## src/rtl/rstctl_pkg.sv

```systemverilog
/*
 * Constants, register map and state type of the reset source controller.
 * Assumes a single 20 MHz clock; all times are converted to cycles here.
 */
package rstctl_pkg;

    // ----------------------------------------
    // Register map
    // ----------------------------------------
    localparam logic [7:0] MON_CTRL_ADDR = 8'hff;
    localparam logic [7:0] RST_SRC_ADDR = 8'hef;
    localparam int MON_EN_BIT = 7;
    localparam int SUPPLY_OK_BIT = 6;

    // Reset source register bit positions
    localparam int RS_PIN = 0;
    localparam int RS_PWR = 1;
    localparam int RS_CLK = 2;
    localparam int RS_WDT = 3;
    localparam int RS_SW = 4;
    localparam int RS_CMP = 5;
    localparam int RS_MEM = 6;
    localparam int RS_USB = 7;

    // ----------------------------------------
    // Reset values
    // ----------------------------------------
    localparam logic MON_EN_RESET = 1'b1;
    localparam logic SUPPLY_SEL_RESET = 1'b1;
    localparam logic [7:0] FLAGS_POR = 8'(1 << RS_PWR);

    // ----------------------------------------
    // Timing
    // ----------------------------------------
    localparam int CLK_PERIOD_NS = 50;
    localparam int POR_DELAY_NS = 300000;
    localparam int POR_DELAY_CYC = (POR_DELAY_NS + CLK_PERIOD_NS - 1) / CLK_PERIOD_NS;
    localparam int MCD_TIMEOUT_NS = 100000;
    localparam int MCD_TIMEOUT_CYC = MCD_TIMEOUT_NS / CLK_PERIOD_NS;
    localparam int HOLD_MIN_CYC = 8;
    localparam int WDT_DIV = 12;
    localparam int PIN_MASK_CYC = 4;

    // ----------------------------------------
    // Synchronised pin lanes
    // ----------------------------------------
    localparam int SI_PIN = 0;
    localparam int SI_SUP = 1;
    localparam int SI_CMP = 2;
    localparam int SI_VBUS = 3;
    localparam int SI_CLK = 4;
    localparam int SYNC_W = 5;
    localparam logic [SYNC_W-1:0] SYNC_RESET = 5'h03;

    typedef enum logic [2:0] {
        ST_POR = 3'b001,
        ST_HOLD = 3'b010,
        ST_RUN = 3'b100
    } state_t;

endpackage : rstctl_pkg

```

## src/rtl/sync_if.sv

```systemverilog
/*
 * Carrier between the controller and its pin synchroniser.
 * Assumes raw lanes come from pins outside the clock domain.
 */
interface sync_if #(
    parameter int W = 1
);
    logic [W-1:0] raw;
    logic [W-1:0] filt;

    modport syncer (input raw, output filt);
    modport user (output raw, input filt);
endinterface : sync_if

```

## src/rtl/pin_sync.sv

```systemverilog
/*
 * Three-stage pin synchroniser with agreement filter.
 * Assumes raw lanes are asynchronous; filtered lanes are clock_in aligned.
 */
module pin_sync #(
    parameter int W = 1,
    parameter logic [W-1:0] RESET_VAL = '0
) (
    // Clock and reset
    input wire logic clock_in,
    input wire logic rst_n_in,
    // Lanes
    sync_if.syncer lanes
);

    logic [W-1:0] s1_q, s2_q, s3_q, filt_q;
    logic [W-1:0] s1_d, s2_d, s3_d, filt_d;

    // Stage one feeds stage two only; a change counts once two and three agree
    always_comb begin
        s1_d = lanes.raw;
        s2_d = s1_q;
        s3_d = s2_q;
        filt_d = ((s2_q ~^ s3_q) & s3_q) | ((s2_q ^ s3_q) & filt_q);
    end

    always_ff @(posedge clock_in or negedge rst_n_in) begin
        if (!rst_n_in) begin
            s1_q <= RESET_VAL;
            s2_q <= RESET_VAL;
            s3_q <= RESET_VAL;
            filt_q <= RESET_VAL;
        end else begin
            s1_q <= s1_d;
            s2_q <= s2_d;
            s3_q <= s3_d;
            filt_q <= filt_d;
        end
    end

    assign lanes.filt = filt_q;

endmodule : pin_sync

```

## src/rtl/sat_counter.sv

```systemverilog
/*
 * Saturating cycle counter, flags when LIMIT cycles have run.
 * Assumes clear has priority over run.
 */
module sat_counter #(
    parameter int LIMIT = 1
) (
    // Clock and reset
    input wire logic clock_in,
    input wire logic rst_n_in,
    // Control
    input wire logic clear_in,
    input wire logic run_in,
    // Status
    output logic done_out
);

    localparam int W = $clog2(LIMIT + 1);
    localparam logic [W-1:0] LIM = W'(LIMIT);

    logic [W-1:0] cnt_q, cnt_d;

    always_comb begin
        cnt_d = cnt_q;
        if (clear_in) begin
            cnt_d = '0;
        end else if (run_in && cnt_q != LIM) begin
            cnt_d = cnt_q + 1'b1;
        end
    end

    always_ff @(posedge clock_in or negedge rst_n_in) begin
        if (!rst_n_in) begin
            cnt_q <= '0;
        end else begin
            cnt_q <= cnt_d;
        end
    end

    assign done_out = (cnt_q == LIM);

endmodule : sat_counter

```

## src/rtl/reset_source_controller.sv

```systemverilog
/*
 * Reset source controller: merges reset requests into one core reset,
 * records the cause and drives the open-drain reset pin.
 * Assumes rst_n_in is the power-on reset and the register port master
 * follows the one-cycle strobe protocol.
 */
// Design decision made here: the plain strobed port.
// Functional notes
// - Supply low drives pin, holds core
// - Monitor enable survives all non-power-on resets
// - Supply reset needs enable and selection
// - No power-on delay after supply reset
// - Status bit shows supply above threshold
// - Low six monitor bits inert
// - Pin low resets, sets pin flag
// - Stuck system clock causes reset
// - Clock-loss enable write, flag read
// - Internal resets leave pin alone
// - Comparator low input resets when enabled
// - Comparator flag only after comparator reset
// - Watchdog enabled, divide-by-twelve after reset
// - Code access above limit resets, flags
// - Software force bit resets, flags
// - USB bus reset or VBUS edge resets
// - USB flag after USB reset
// - Power flag set clears others' meaning
// - Watchdog flag bit three, read-only
module reset_source_controller #(
    parameter int POR_DELAY_CYC = rstctl_pkg::POR_DELAY_CYC,
    parameter int MCD_TIMEOUT_CYC = rstctl_pkg::MCD_TIMEOUT_CYC,
    parameter int ADDR_W = 16,
    parameter logic [ADDR_W-1:0] CODE_LIMIT = 16'h7fff
) (
    // Clock and reset
    input wire logic clock_in,
    input wire logic rst_n_in,
    // Register port
    input wire logic [7:0] addr_in,
    input wire logic [7:0] wr_data_in,
    input wire logic wr_en_in,
    input wire logic rd_en_in,
    output logic [7:0] rd_data_out,
    // Reset pin, open drain
    input wire logic rst_pin_n_in,
    output logic rst_pin_out,
    output logic rst_pin_oe_out,
    // Asynchronous sources
    input wire logic supply_above_in,
    input wire logic comp_below_in,
    input wire logic vbus_in,
    input wire logic sys_clk_mon_in,
    // Same-clock sources
    input wire logic wdt_overflow_in,
    input wire logic wdt_disable_in,
    input wire logic code_access_in,
    input wire logic [ADDR_W-1:0] code_addr_in,
    input wire logic usb_func_en_in,
    input wire logic usb_bus_reset_in,
    input wire logic vbus_polarity_in,
    // Core side
    output logic core_rst_n_out,
    output logic monitor_enable_out,
    output logic wdt_enable_out,
    output logic wdt_tick_out
);

    // ----------------------------------------
    // Pin synchronisers and timers
    // ----------------------------------------
    sync_if #(.W(rstctl_pkg::SYNC_W)) pins ();

    assign pins.raw = {sys_clk_mon_in, vbus_in, comp_below_in, supply_above_in, rst_pin_n_in};

    pin_sync #(.W(rstctl_pkg::SYNC_W), .RESET_VAL(rstctl_pkg::SYNC_RESET)) u_sync (
        .clock_in(clock_in),
        .rst_n_in(rst_n_in),
        .lanes(pins)
    );

    rstctl_pkg::state_t state_q, state_d;
    logic [7:0] flags_q, flags_d;
    logic mon_en_q, mon_en_d;
    logic sel_q, sel_d;
    logic clk_en_q, clk_en_d;
    logic cmp_en_q, cmp_en_d;
    logic usb_en_q, usb_en_d;
    logic core_q, core_d;
    logic oe_q, oe_d;
    logic [7:0] rd_q, rd_d;
    logic wdt_en_q, wdt_en_d;
    logic [3:0] presc_q, presc_d;
    logic tick_q, tick_d;
    logic clk_prev_q, vbus_prev_q;
    logic [rstctl_pkg::PIN_MASK_CYC-1:0] drive_hist_q, drive_hist_d;
    logic por_done, hold_done, mcd_done;
    logic supply_ok, pin_mask, pin_low, supply_low, vbus_edge, clk_edge;
    logic rs_wr, mon_wr, run;
    logic [7:0] cause;

    assign run = (state_q == rstctl_pkg::ST_RUN);
    assign clk_edge = pins.filt[rstctl_pkg::SI_CLK] ^ clk_prev_q;

    sat_counter #(.LIMIT(POR_DELAY_CYC)) u_por (
        .clock_in(clock_in),
        .rst_n_in(rst_n_in),
        .clear_in(state_q != rstctl_pkg::ST_POR),
        .run_in(1'b1),
        .done_out(por_done)
    );

    // Hold is restarted while pin_low or supply_low is still asserted
    sat_counter #(.LIMIT(rstctl_pkg::HOLD_MIN_CYC)) u_hold (
        .clock_in(clock_in),
        .rst_n_in(rst_n_in),
        .clear_in((state_q != rstctl_pkg::ST_HOLD) || pin_low || supply_low),
        .run_in(1'b1),
        .done_out(hold_done)
    );

    sat_counter #(.LIMIT(MCD_TIMEOUT_CYC)) u_mcd (
        .clock_in(clock_in),
        .rst_n_in(rst_n_in),
        .clear_in(!clk_en_q || !run || clk_edge),
        .run_in(1'b1),
        .done_out(mcd_done)
    );

    // ----------------------------------------
    // Reset requests
    // ----------------------------------------
    always_comb begin
        supply_ok = pins.filt[rstctl_pkg::SI_SUP];
        // Our own drive reads back low; ignore it until the pipe flushes
        pin_mask = oe_q || (|drive_hist_q);
        pin_low = !pins.filt[rstctl_pkg::SI_PIN] && !pin_mask;
        supply_low = mon_en_q && sel_q && !supply_ok;
        vbus_edge = (pins.filt[rstctl_pkg::SI_VBUS] != vbus_prev_q)
            && (pins.filt[rstctl_pkg::SI_VBUS] == vbus_polarity_in);
        rs_wr = wr_en_in && (addr_in == rstctl_pkg::RST_SRC_ADDR) && run;
        mon_wr = wr_en_in && (addr_in == rstctl_pkg::MON_CTRL_ADDR) && run;
        cause = '0;
        cause[rstctl_pkg::RS_PIN] = pin_low;
        cause[rstctl_pkg::RS_PWR] = supply_low;
        cause[rstctl_pkg::RS_CLK] = clk_en_q && mcd_done;
        cause[rstctl_pkg::RS_WDT] = wdt_en_q && wdt_overflow_in;
        cause[rstctl_pkg::RS_SW] = rs_wr && wr_data_in[rstctl_pkg::RS_SW];
        cause[rstctl_pkg::RS_CMP] = cmp_en_q && pins.filt[rstctl_pkg::SI_CMP];
        cause[rstctl_pkg::RS_MEM] = code_access_in && (code_addr_in > CODE_LIMIT);
        cause[rstctl_pkg::RS_USB] = usb_en_q && ((usb_func_en_in && usb_bus_reset_in) || vbus_edge);
        if (!run) begin
            cause = '0;
        end
    end

    // ----------------------------------------
    // Sequencer and reset source register
    // ----------------------------------------
    always_comb begin
        state_d = state_q;
        flags_d = flags_q;
        mon_en_d = mon_en_q;
        sel_d = sel_q;
        clk_en_d = clk_en_q;
        cmp_en_d = cmp_en_q;
        usb_en_d = usb_en_q;
        case (state_q)
            rstctl_pkg::ST_POR: begin
                if (por_done) begin
                    state_d = rstctl_pkg::ST_RUN;
                end
            end
            rstctl_pkg::ST_HOLD: begin
                if (hold_done) begin
                    state_d = rstctl_pkg::ST_RUN;
                end
            end
            rstctl_pkg::ST_RUN: begin
                if (|cause) begin
                    state_d = rstctl_pkg::ST_HOLD;
                    flags_d = cause;
                    clk_en_d = 1'b0;
                    cmp_en_d = 1'b0;
                    usb_en_d = 1'b0;
                end else begin
                    if (rs_wr) begin
                        usb_en_d = wr_data_in[rstctl_pkg::RS_USB];
                        cmp_en_d = wr_data_in[rstctl_pkg::RS_CMP];
                        clk_en_d = wr_data_in[rstctl_pkg::RS_CLK];
                        sel_d = wr_data_in[rstctl_pkg::RS_PWR];
                    end
                    if (mon_wr) begin
                        mon_en_d = wr_data_in[rstctl_pkg::MON_EN_BIT];
                    end
                end
            end
            default: begin
                state_d = rstctl_pkg::ST_POR;
            end
        endcase
        core_d = (state_d == rstctl_pkg::ST_RUN);
        oe_d = (state_d == rstctl_pkg::ST_POR)
            || ((state_d == rstctl_pkg::ST_HOLD) && flags_d[rstctl_pkg::RS_PWR]);
    end

    // Only rst_n_in restores the monitor enable
    always_ff @(posedge clock_in or negedge rst_n_in) begin
        if (!rst_n_in) begin
            state_q <= rstctl_pkg::ST_POR;
            flags_q <= rstctl_pkg::FLAGS_POR;
            mon_en_q <= rstctl_pkg::MON_EN_RESET;
            sel_q <= rstctl_pkg::SUPPLY_SEL_RESET;
            clk_en_q <= 1'b0;
            cmp_en_q <= 1'b0;
            usb_en_q <= 1'b0;
            core_q <= 1'b0;
            oe_q <= 1'b1;
        end else begin
            state_q <= state_d;
            flags_q <= flags_d;
            mon_en_q <= mon_en_d;
            sel_q <= sel_d;
            clk_en_q <= clk_en_d;
            cmp_en_q <= cmp_en_d;
            usb_en_q <= usb_en_d;
            core_q <= core_d;
            oe_q <= oe_d;
        end
    end

    // ----------------------------------------
    // Read port, watchdog clocking, edge history
    // ----------------------------------------
    always_comb begin
        rd_d = 8'h00;
        if (rd_en_in && addr_in == rstctl_pkg::MON_CTRL_ADDR) begin
            rd_d[rstctl_pkg::MON_EN_BIT] = mon_en_q;
            rd_d[rstctl_pkg::SUPPLY_OK_BIT] = supply_ok;
        end else if (rd_en_in && addr_in == rstctl_pkg::RST_SRC_ADDR) begin
            rd_d = flags_q;
        end
        wdt_en_d = wdt_en_q;
        if (!run) begin
            wdt_en_d = 1'b1;
        end else if (wdt_disable_in) begin
            wdt_en_d = 1'b0;
        end
        presc_d = 4'h0;
        tick_d = 1'b0;
        if (run && wdt_en_q) begin
            tick_d = (presc_q == 4'(rstctl_pkg::WDT_DIV - 1));
            presc_d = tick_d ? 4'h0 : presc_q + 4'h1;
        end
        drive_hist_d = {drive_hist_q[rstctl_pkg::PIN_MASK_CYC-2:0], oe_q};
    end

    always_ff @(posedge clock_in or negedge rst_n_in) begin
        if (!rst_n_in) begin
            rd_q <= 8'h00;
            wdt_en_q <= 1'b1;
            presc_q <= 4'h0;
            tick_q <= 1'b0;
            clk_prev_q <= rstctl_pkg::SYNC_RESET[rstctl_pkg::SI_CLK];
            vbus_prev_q <= rstctl_pkg::SYNC_RESET[rstctl_pkg::SI_VBUS];
            drive_hist_q <= '1;
        end else begin
            rd_q <= rd_d;
            wdt_en_q <= wdt_en_d;
            presc_q <= presc_d;
            tick_q <= tick_d;
            clk_prev_q <= pins.filt[rstctl_pkg::SI_CLK];
            vbus_prev_q <= pins.filt[rstctl_pkg::SI_VBUS];
            drive_hist_q <= drive_hist_d;
        end
    end

    assign rd_data_out = rd_q;
    assign rst_pin_out = 1'b0 & oe_q;
    assign rst_pin_oe_out = oe_q;
    assign core_rst_n_out = core_q;
    assign monitor_enable_out = mon_en_q;
    assign wdt_enable_out = wdt_en_q;
    assign wdt_tick_out = tick_q;
endmodule : reset_source_controller

```

## config.mk

```make
export PLATFORM = sky130hd
export DESIGN_NAME = reset_source_controller
export DESIGN_NICKNAME = d
export VERILOG_FILES = /design/src/rtl/rstctl_pkg.sv /design/src/rtl/sync_if.sv /design/src/rtl/pin_sync.sv /design/src/rtl/sat_counter.sv /design/src/rtl/reset_source_controller.sv
export SDC_FILE = /design/constraint.sdc
export NUM_CORES = 1
export LEC_CHECK = 0
export BUFFER_PORTS_ARGS = -buffer_cell sky130_fd_sc_hd__buf_2
export CAP_MARGIN = 25
export CORE_MARGIN = 2
export CORE_UTILIZATION = 30
export CTS_BUF_LIST = sky130_fd_sc_hd__clkbuf_16
export DETAILED_ROUTE_END_ITERATION = 10
export REMOVE_ABC_BUFFERS = 1
export SLEW_MARGIN = 10
export SYNTH_ARGS = -nofsm -noshare
export SYNTH_HDL_FRONTEND = slang
export SYNTH_HIERARCHICAL = 1
export SYNTH_SLANG_ARGS = --single-unit
export TNS_END_PERCENT = 50
```

## constraint.sdc

```tcl
create_clock -name clock_in -period 5.3 [get_ports clock_in]
set_clock_uncertainty 0.15 [all_clocks]
set_input_delay 1.06 -clock clock_in [delete_from_list [all_inputs] [get_ports clock_in]]
set_output_delay 1.06 -clock clock_in [all_outputs]
set_load 0.01 [all_outputs]
```

==> results.tsv, run 1 <==
metric	value	unit
diode count	0	
ys flop type	dfrtp_1	
pwr/cell area	305	nW/um2
final std cell area, no fill	4690	um2
CP cell instances	buf_2 -> and4bb_2 -> a311oi_4 -> nand4_2 -> o21bai_1	
initial antenna violation count	0	
via density per instance	4.68	
# hold bufs at CTS	0	
Seq cells post-synth	86	
Starting Density	0.310	
CTS Root Cell	clkbuf_16	
vias in the first global route	2800	
H-tree levels	3	
Post-synth EDFFs	0	
Overall Power	1.43	mW
CTS tree	done	
Post-CTS Setup Bufs	0	
Reg area	2170	um2
die area	14100	um2
share of cells above drive strength 1	0.245	
Boundary Pins	61	
CTS buffer count	9	
Worst slew margin	0.584	
Slew Limit Fails	0	
Crit path required time	5.38	ns
Fillers	1269	
WHS Path Cells	0	
1st-iter DRT viols	161	
Die Ht	119	um
Hold WC Path Type	flip-flop to flip-flop	
Top Family by Delay on Critical Path	compound AO/OA/AOI/OAI gates	
maximum clock frequency	390	MHz
Multi-input gate area	1730	um2
Lkg Pwr	2.12	nW
post-synthesis sequential area ratio	0.549	
post-route ant nets	0	
post-cts sizing count	0	
# nets final	470	
PortBufs	41	
pin count of the biggest net entering global routing	47	
clk buf depth	2	
Placed Area	4420	um2
Crit-path slowest cell	a311oi_4	
# rows	41	
RSZ-0062 raised after global routing	false	
setup TNS	0	ns
Worst VDD drop	0.000171	V
CP Buf/Inv Count	1	
setup slack, reg-to-reg	2.83	ns
first-pass GRT wire length	13.1	mm
vias post-DR	2750	
Core ar.	12800	um2
CTS Sinks	86	
FFs w/ async S/R, synth	1.00	
Post-Syn Area per Cell	11.3	um2
final core utilization	0.367	
yosys warns	6	
Slew @ Worst Pin	0.622	ns
run status	complete, no violations	
CP arrival	2.65	ns
CP max stage delay	0.44	ns
reg2reg path depth	8	
Pre-antenna DRT Iters	4	
DRC Markers	0	
maxcap violations	0	
Tmin final	2.56	ns
wire per inst	12.8	um
gr usage total	0.116	
clock-pin transition on the worst setup and hold timing paths	0.06	ns
final wirelength	7.53	mm
Post-Syn Instances	351	
worst setup margin	2.74	ns
GP Congestion	0.762	
Final HPWL DP	5.33	mm
Final Hold Vio Count	0	
post-synthesis instance area	3960	um2
Worst-Skew Late Latency	0.34	ns
Die X	119	um
Finish-stage setup viols	0	
GR Overflow Total	0	
Yosys cell types	59	
Critical Path Sink Type	flip-flop	
fin crit share	0.484	
CP Class	primary input to flip-flop	
critical path peak fanout	11	
CP startpoint kind	primary input	
Levels on crit path	5	
dpl ws	2.40	ns
layout overhead on the synthesized area	18.5	%
==> cell type report <==
cell class              count  share of cell area
flip-flops and latches     86               0.463
clock buffers               9              0.0480
inverters                  17              0.0136
clock inverters             7             0.00907
multi-input cells         254               0.368
well taps                 172              0.0459
repair buffers             43              0.0517
==> kinds of logic (layout without fill, tap and decap cells) <==
kind of cell / Yosys count / after routing / share of synthesized area
other cells: 2 / 17 / 0.00190
buf+inv: 26 / 76 / 0.0284
flops: 86 / 86 / 0.549
fa+ha+maj: 12 / 12 / 0.0379
simple gates: 141 / 141 / 0.209
compound gates: 57 / 57 / 0.104
xor+xnor: 11 / 11 / 0.0243
mux: 16 / 16 / 0.0455
==> placed cells by master, fill, tap and decap left out, types with 3 or more instances in the layout <==
cell / n
nand2_1: 20
mux2_4: 3
conb_1: 17
mux2i_1: 9
nor2b_1: 4
xor2_1: 3
nand3b_1: 4
nor3_1: 12
clkbuf_16: 9
nand3_1: 15
nor3b_1: 3
o21ai_2: 5
a21oi_1: 19
nand2b_1: 5
nor2_1: 28
xnor2_1: 8
o21ai_0: 10
or3_1: 8
ha_1: 12
dfstp_2: 18
inv_1: 18
nor4_1: 4
buf_2: 40
or4_1: 3
o31ai_1: 3
nand4_1: 15
a21o_1: 5
dfrtp_1: 68
and4b_1: 3
==> cell usage after synthesis (2+ instances only) <==
| library cell | number | area (um2) |
|---|---|---|
| or3_1 | 8 | 50.1 |
| and4b_1 | 3 | 30.0 |
| clkbuf_1 | 4 | 15.0 |
| and4bb_2 | 2 | 25.0 |
| nor2b_1 | 4 | 25.0 |
| nor2_1 | 28 | 105 |
| o31ai_1 | 3 | 22.5 |
| nor3b_1 | 3 | 22.5 |
| and3_1 | 2 | 12.5 |
| xor2_1 | 3 | 26.3 |
| buf_2 | 3 | 15.0 |
| nor4_1 | 4 | 25.0 |
| nor3_1 | 12 | 60.1 |
| a21oi_1 | 19 | 95.1 |
| dfrtp_1 | 68 | 1700 |
| o21bai_1 | 2 | 15.0 |
| conb_1 | 2 | 7.51 |
| dfstp_2 | 18 | 473 |
| o21ai_2 | 5 | 43.8 |
| ha_1 | 12 | 150 |
| or4_4 | 2 | 22.5 |
| xnor2_1 | 8 | 70.1 |
| o211ai_1 | 2 | 15.0 |
| a31oi_1 | 2 | 12.5 |
| o21ai_0 | 10 | 50.1 |
| nand2b_1 | 5 | 31.3 |
| or4_1 | 3 | 22.5 |
| nand3b_1 | 4 | 30.0 |
| nand4_1 | 15 | 93.8 |
| a21o_1 | 5 | 37.5 |
| mux2_4 | 3 | 45.0 |
| nand3_1 | 15 | 75.1 |
| mux2i_1 | 9 | 90.1 |
| mux2_2 | 2 | 22.5 |
| inv_1 | 17 | 63.8 |
| nand2_1 | 20 | 75.1 |
| mux2_1 | 2 | 22.5 |
==> power breakdown <==
part	leakage, nW	total, mW	switching [mW]	internal (mW)
Clock	0.134	0.571	0.257	0.314
Combinational	0.920	0.120	0.0671	0.0533
Sequential	1.07	0.739	0.0432	0.696
==> registers in the layout, indices dropped and copies added, names as in the netlist, 3 cells and up <==
signal,flops
u_por/cnt_q,13
u_mcd/cnt_q,11
flags_q,8
rd_data_out,8
u_sync/lanes.filt,5
u_sync/s1_q,5
u_sync/s2_q,5
u_sync/s3_q,5
drive_hist_q,4
presc_q,4
u_hold/cnt_q,4
state_q,3
==> stage by stage <==
step           hold slack, ns  cells
2_1_floorplan           0.181    357
3_3_place_gp            0.183    571
3_5_place_dp            0.186    572
4_1_cts                 0.202    588
5_1_grt                 0.210    588
6_report                0.199    588
==> final timing paths <==
check / start / endpoint
max in group asynchronous: rst_n_in / drive_hist_q[2]$_DFF_PN1_
min reg2reg: u_sync/s1_q[2]$_DFF_PN0_ / u_sync/s2_q[2]$_DFF_PN0_
max reg2reg: u_mcd/cnt_q[0]$_DFFE_PN0P_ / core_rst_n_out$_DFF_PN0_
min in group asynchronous: rst_n_in / u_mcd/cnt_q[9]$_DFFE_PN0P_
max: vbus_polarity_in / core_rst_n_out$_DFF_PN0_
min: u_sync/s1_q[2]$_DFF_PN0_ / u_sync/s2_q[2]$_DFF_PN0_
==> metal layers <==
| layer | routed length [um] | GRT usage | share of wire |
|---|---|---|---|
| met5 | 0 | 0 | 0 |
| met3 | 297 | 0.0421 | 0.039 |
| met2 | 3660 | 0.197 | 0.49 |
| met4 | 106 | 0.0365 | 0.014 |
| met1 | 3470 | 0.138 | 0.46 |
No activity file was read; power rests on OpenSTA's default activity.
==> inputs of run 2 (changes only) <==
Clock period 5.3 ns to 2.32 ns, I/O delays scaled along.
==> run 2 against run 1 <==
  * Via count rose by 2.7%
  * Critical path depth rose by 1
  * First-iteration DRC count increased by 9.9%
  * Highest routed layer unchanged
  * Die area is the same
  * Utilization up 1.6 points
==> results.tsv, run 2 (synthesis results as in run 1) <==
metric	value	unit
run status	complete, no violations	
first-pass GRT wire length	13.3	mm
H-tree levels	3	
RSZ-0062 raised after global routing	false	
layout overhead on the synthesized area	23.6	%
die area	14100	um2
Die X	119	um
# rows	41	
initial antenna violation count	0	
Worst VDD drop	0.000386	V
1st-iter DRT viols	177	
Critical Path Sink Type	flip-flop	
pwr/cell area	761	nW/um2
Largest Register	u_por/cnt_q	
CTS Root Cell	clkbuf_16	
most frequent cells in the layout	68 x dfrtp_1, 40 x buf_2, 28 x nor2_1	
reg2reg path depth	6	
maximum clock frequency	455	MHz
CP arrival	2.31	ns
CTS buffer count	9	
Reg area	2170	um2
Hold WC Path Type	primary input to flip-flop	
Pre-antenna DRT Iters	4	
CP cell instances	or4b_4 -> nor3_2 -> a22o_1 -> nor2_1 -> nand4_1 -> mux2_1	
CP startpoint kind	flip-flop	
clk buf depth	2	
Core ar.	12800	um2
CP max stage delay	0.57	ns
GP Congestion	0.770	
post-route ant nets	0	
maxcap violations	0	
Crit path required time	2.43	ns
pin count of the biggest net entering global routing	47	
diode count	0	
worst setup margin	0.122	ns
DRC Markers	0	
Fillers	1218	
clock-pin transition on the worst setup and hold timing paths	0.06	ns
CTS Sinks	86	
Slew Limit Fails	0	
commonest non-fill, non-tap cell in the layout	dfrtp_1	
max reg flops	13	
via density per instance	4.71	
cell count after placement	583	
Final Hold Vio Count	0	
Tmin final	2.20	ns
fin cells	600	
biggest regs	u_por/cnt_q (13), u_mcd/cnt_q (11)	
Boundary Pins	61	
dpl ws	-0.0181	ns
CTS tree	done	
gr usage total	0.118	
Die Ht	119	um
Starting Density	0.310	
# nets final	482	
Finish-stage setup viols	0	
Overall Power	3.72	mW
Slew @ Worst Pin	0.636	ns
vias in the first global route	2795	
fin crit share	0.948	
wire per inst	12.8	um
Lkg Pwr	2.23	nW
share of cells above drive strength 1	0.269	
Worst-Skew Late Latency	0.34	ns
Final HPWL DP	5.47	mm
critical path peak fanout	4	
vias post-DR	2824	
GR Overflow Total	0	
Crit-path slowest cell	or4b_4	
CP Class	flip-flop to flip-flop	
Worst slew margin	0.575	
PortBufs	41	
WHS Path Cells	1	
Multi-input gate area	1750	um2
final wirelength	7.68	mm
-- run 2: final timing paths --
path	from	endpoint	slack [ns]
setup / recovery	u_mcd/cnt_q[5]$_DFFE_PN0P_	monitor_enable_out$_DFFE_PN1P_	0.12
hold / removal	rst_pin_n_in	u_sync/s1_q[0]$_DFF_PN1_	0.07
setup reg to reg	u_mcd/cnt_q[5]$_DFFE_PN0P_	monitor_enable_out$_DFFE_PN1P_	0.12
hold reg to reg	u_sync/s1_q[4]$_DFF_PN0_	u_sync/s2_q[4]$_DFF_PN0_	0.20
max in group asynchronous	rst_n_in	monitor_enable_out$_DFFE_PN1P_	0.99
min in group asynchronous	rst_n_in	u_mcd/cnt_q[4]$_DFFE_PN0P_	0.40
-- run 2: per-stage QoR --
step	util	hold WS (ns)	cell area [um2]	TNS (ns)
finish	0.383	0.0678	4890	0
global route	0.383	0.0541	4890	0
CTS	0.382	0.0541	4880	0
detailed placement	0.352	0.187	4500	-0.0184
global placement	0.352	0.185	4500	0
floorplan	-	0.0184	3970	-0.0156
-- run 2: critical path, delay by kind of cell, from the launching register on --
kind,cells,cell delay (ns)
flip-flops,1,0.40
AND/OR/NAND/NOR,4,1.00
AO/OA/AOI/OAI,1,0.23
multiplexers,1,0.33
-- run 2: cell type report --
cell class | count | area share
sequential | 86 | 0.444
multi-input combinational | 254 | 0.358
timing repair buffer | 55 | 0.0670
clock buffer | 9 | 0.0460
tap | 172 | 0.0440
clock inverter | 7 | 0.0279
inverter | 17 | 0.0130
-- run 2: timing repair --
action	CTS	global route
setup endpoints to repair	3	7
hold buffers	1	0
resized for setup	1	2
endpoints found under the hold margin	16	0
setup buffers	0	0
-- run 2: power breakdown --
group / internal (mW) / leakage (nW) / total (mW) / switching [mW]
logic: 0.148 / 0.988 / 0.334 / 0.186
registers: 1.59 / 1.07 / 1.67 / 0.0765
clock network: 1.15 / 0.173 / 1.72 / 0.569
-- run 2: per-layer routing --
layer	track usage	share of wire	vias to the layer above	routed length (um)
met5	0	0	-	0
met2	0.192	0.48	49	3690
li1	-	-	1392	-
met1	0.149	0.47	1376	3600
met3	0.0340	0.036	7	280
met4	0.0432	0.013	0	100
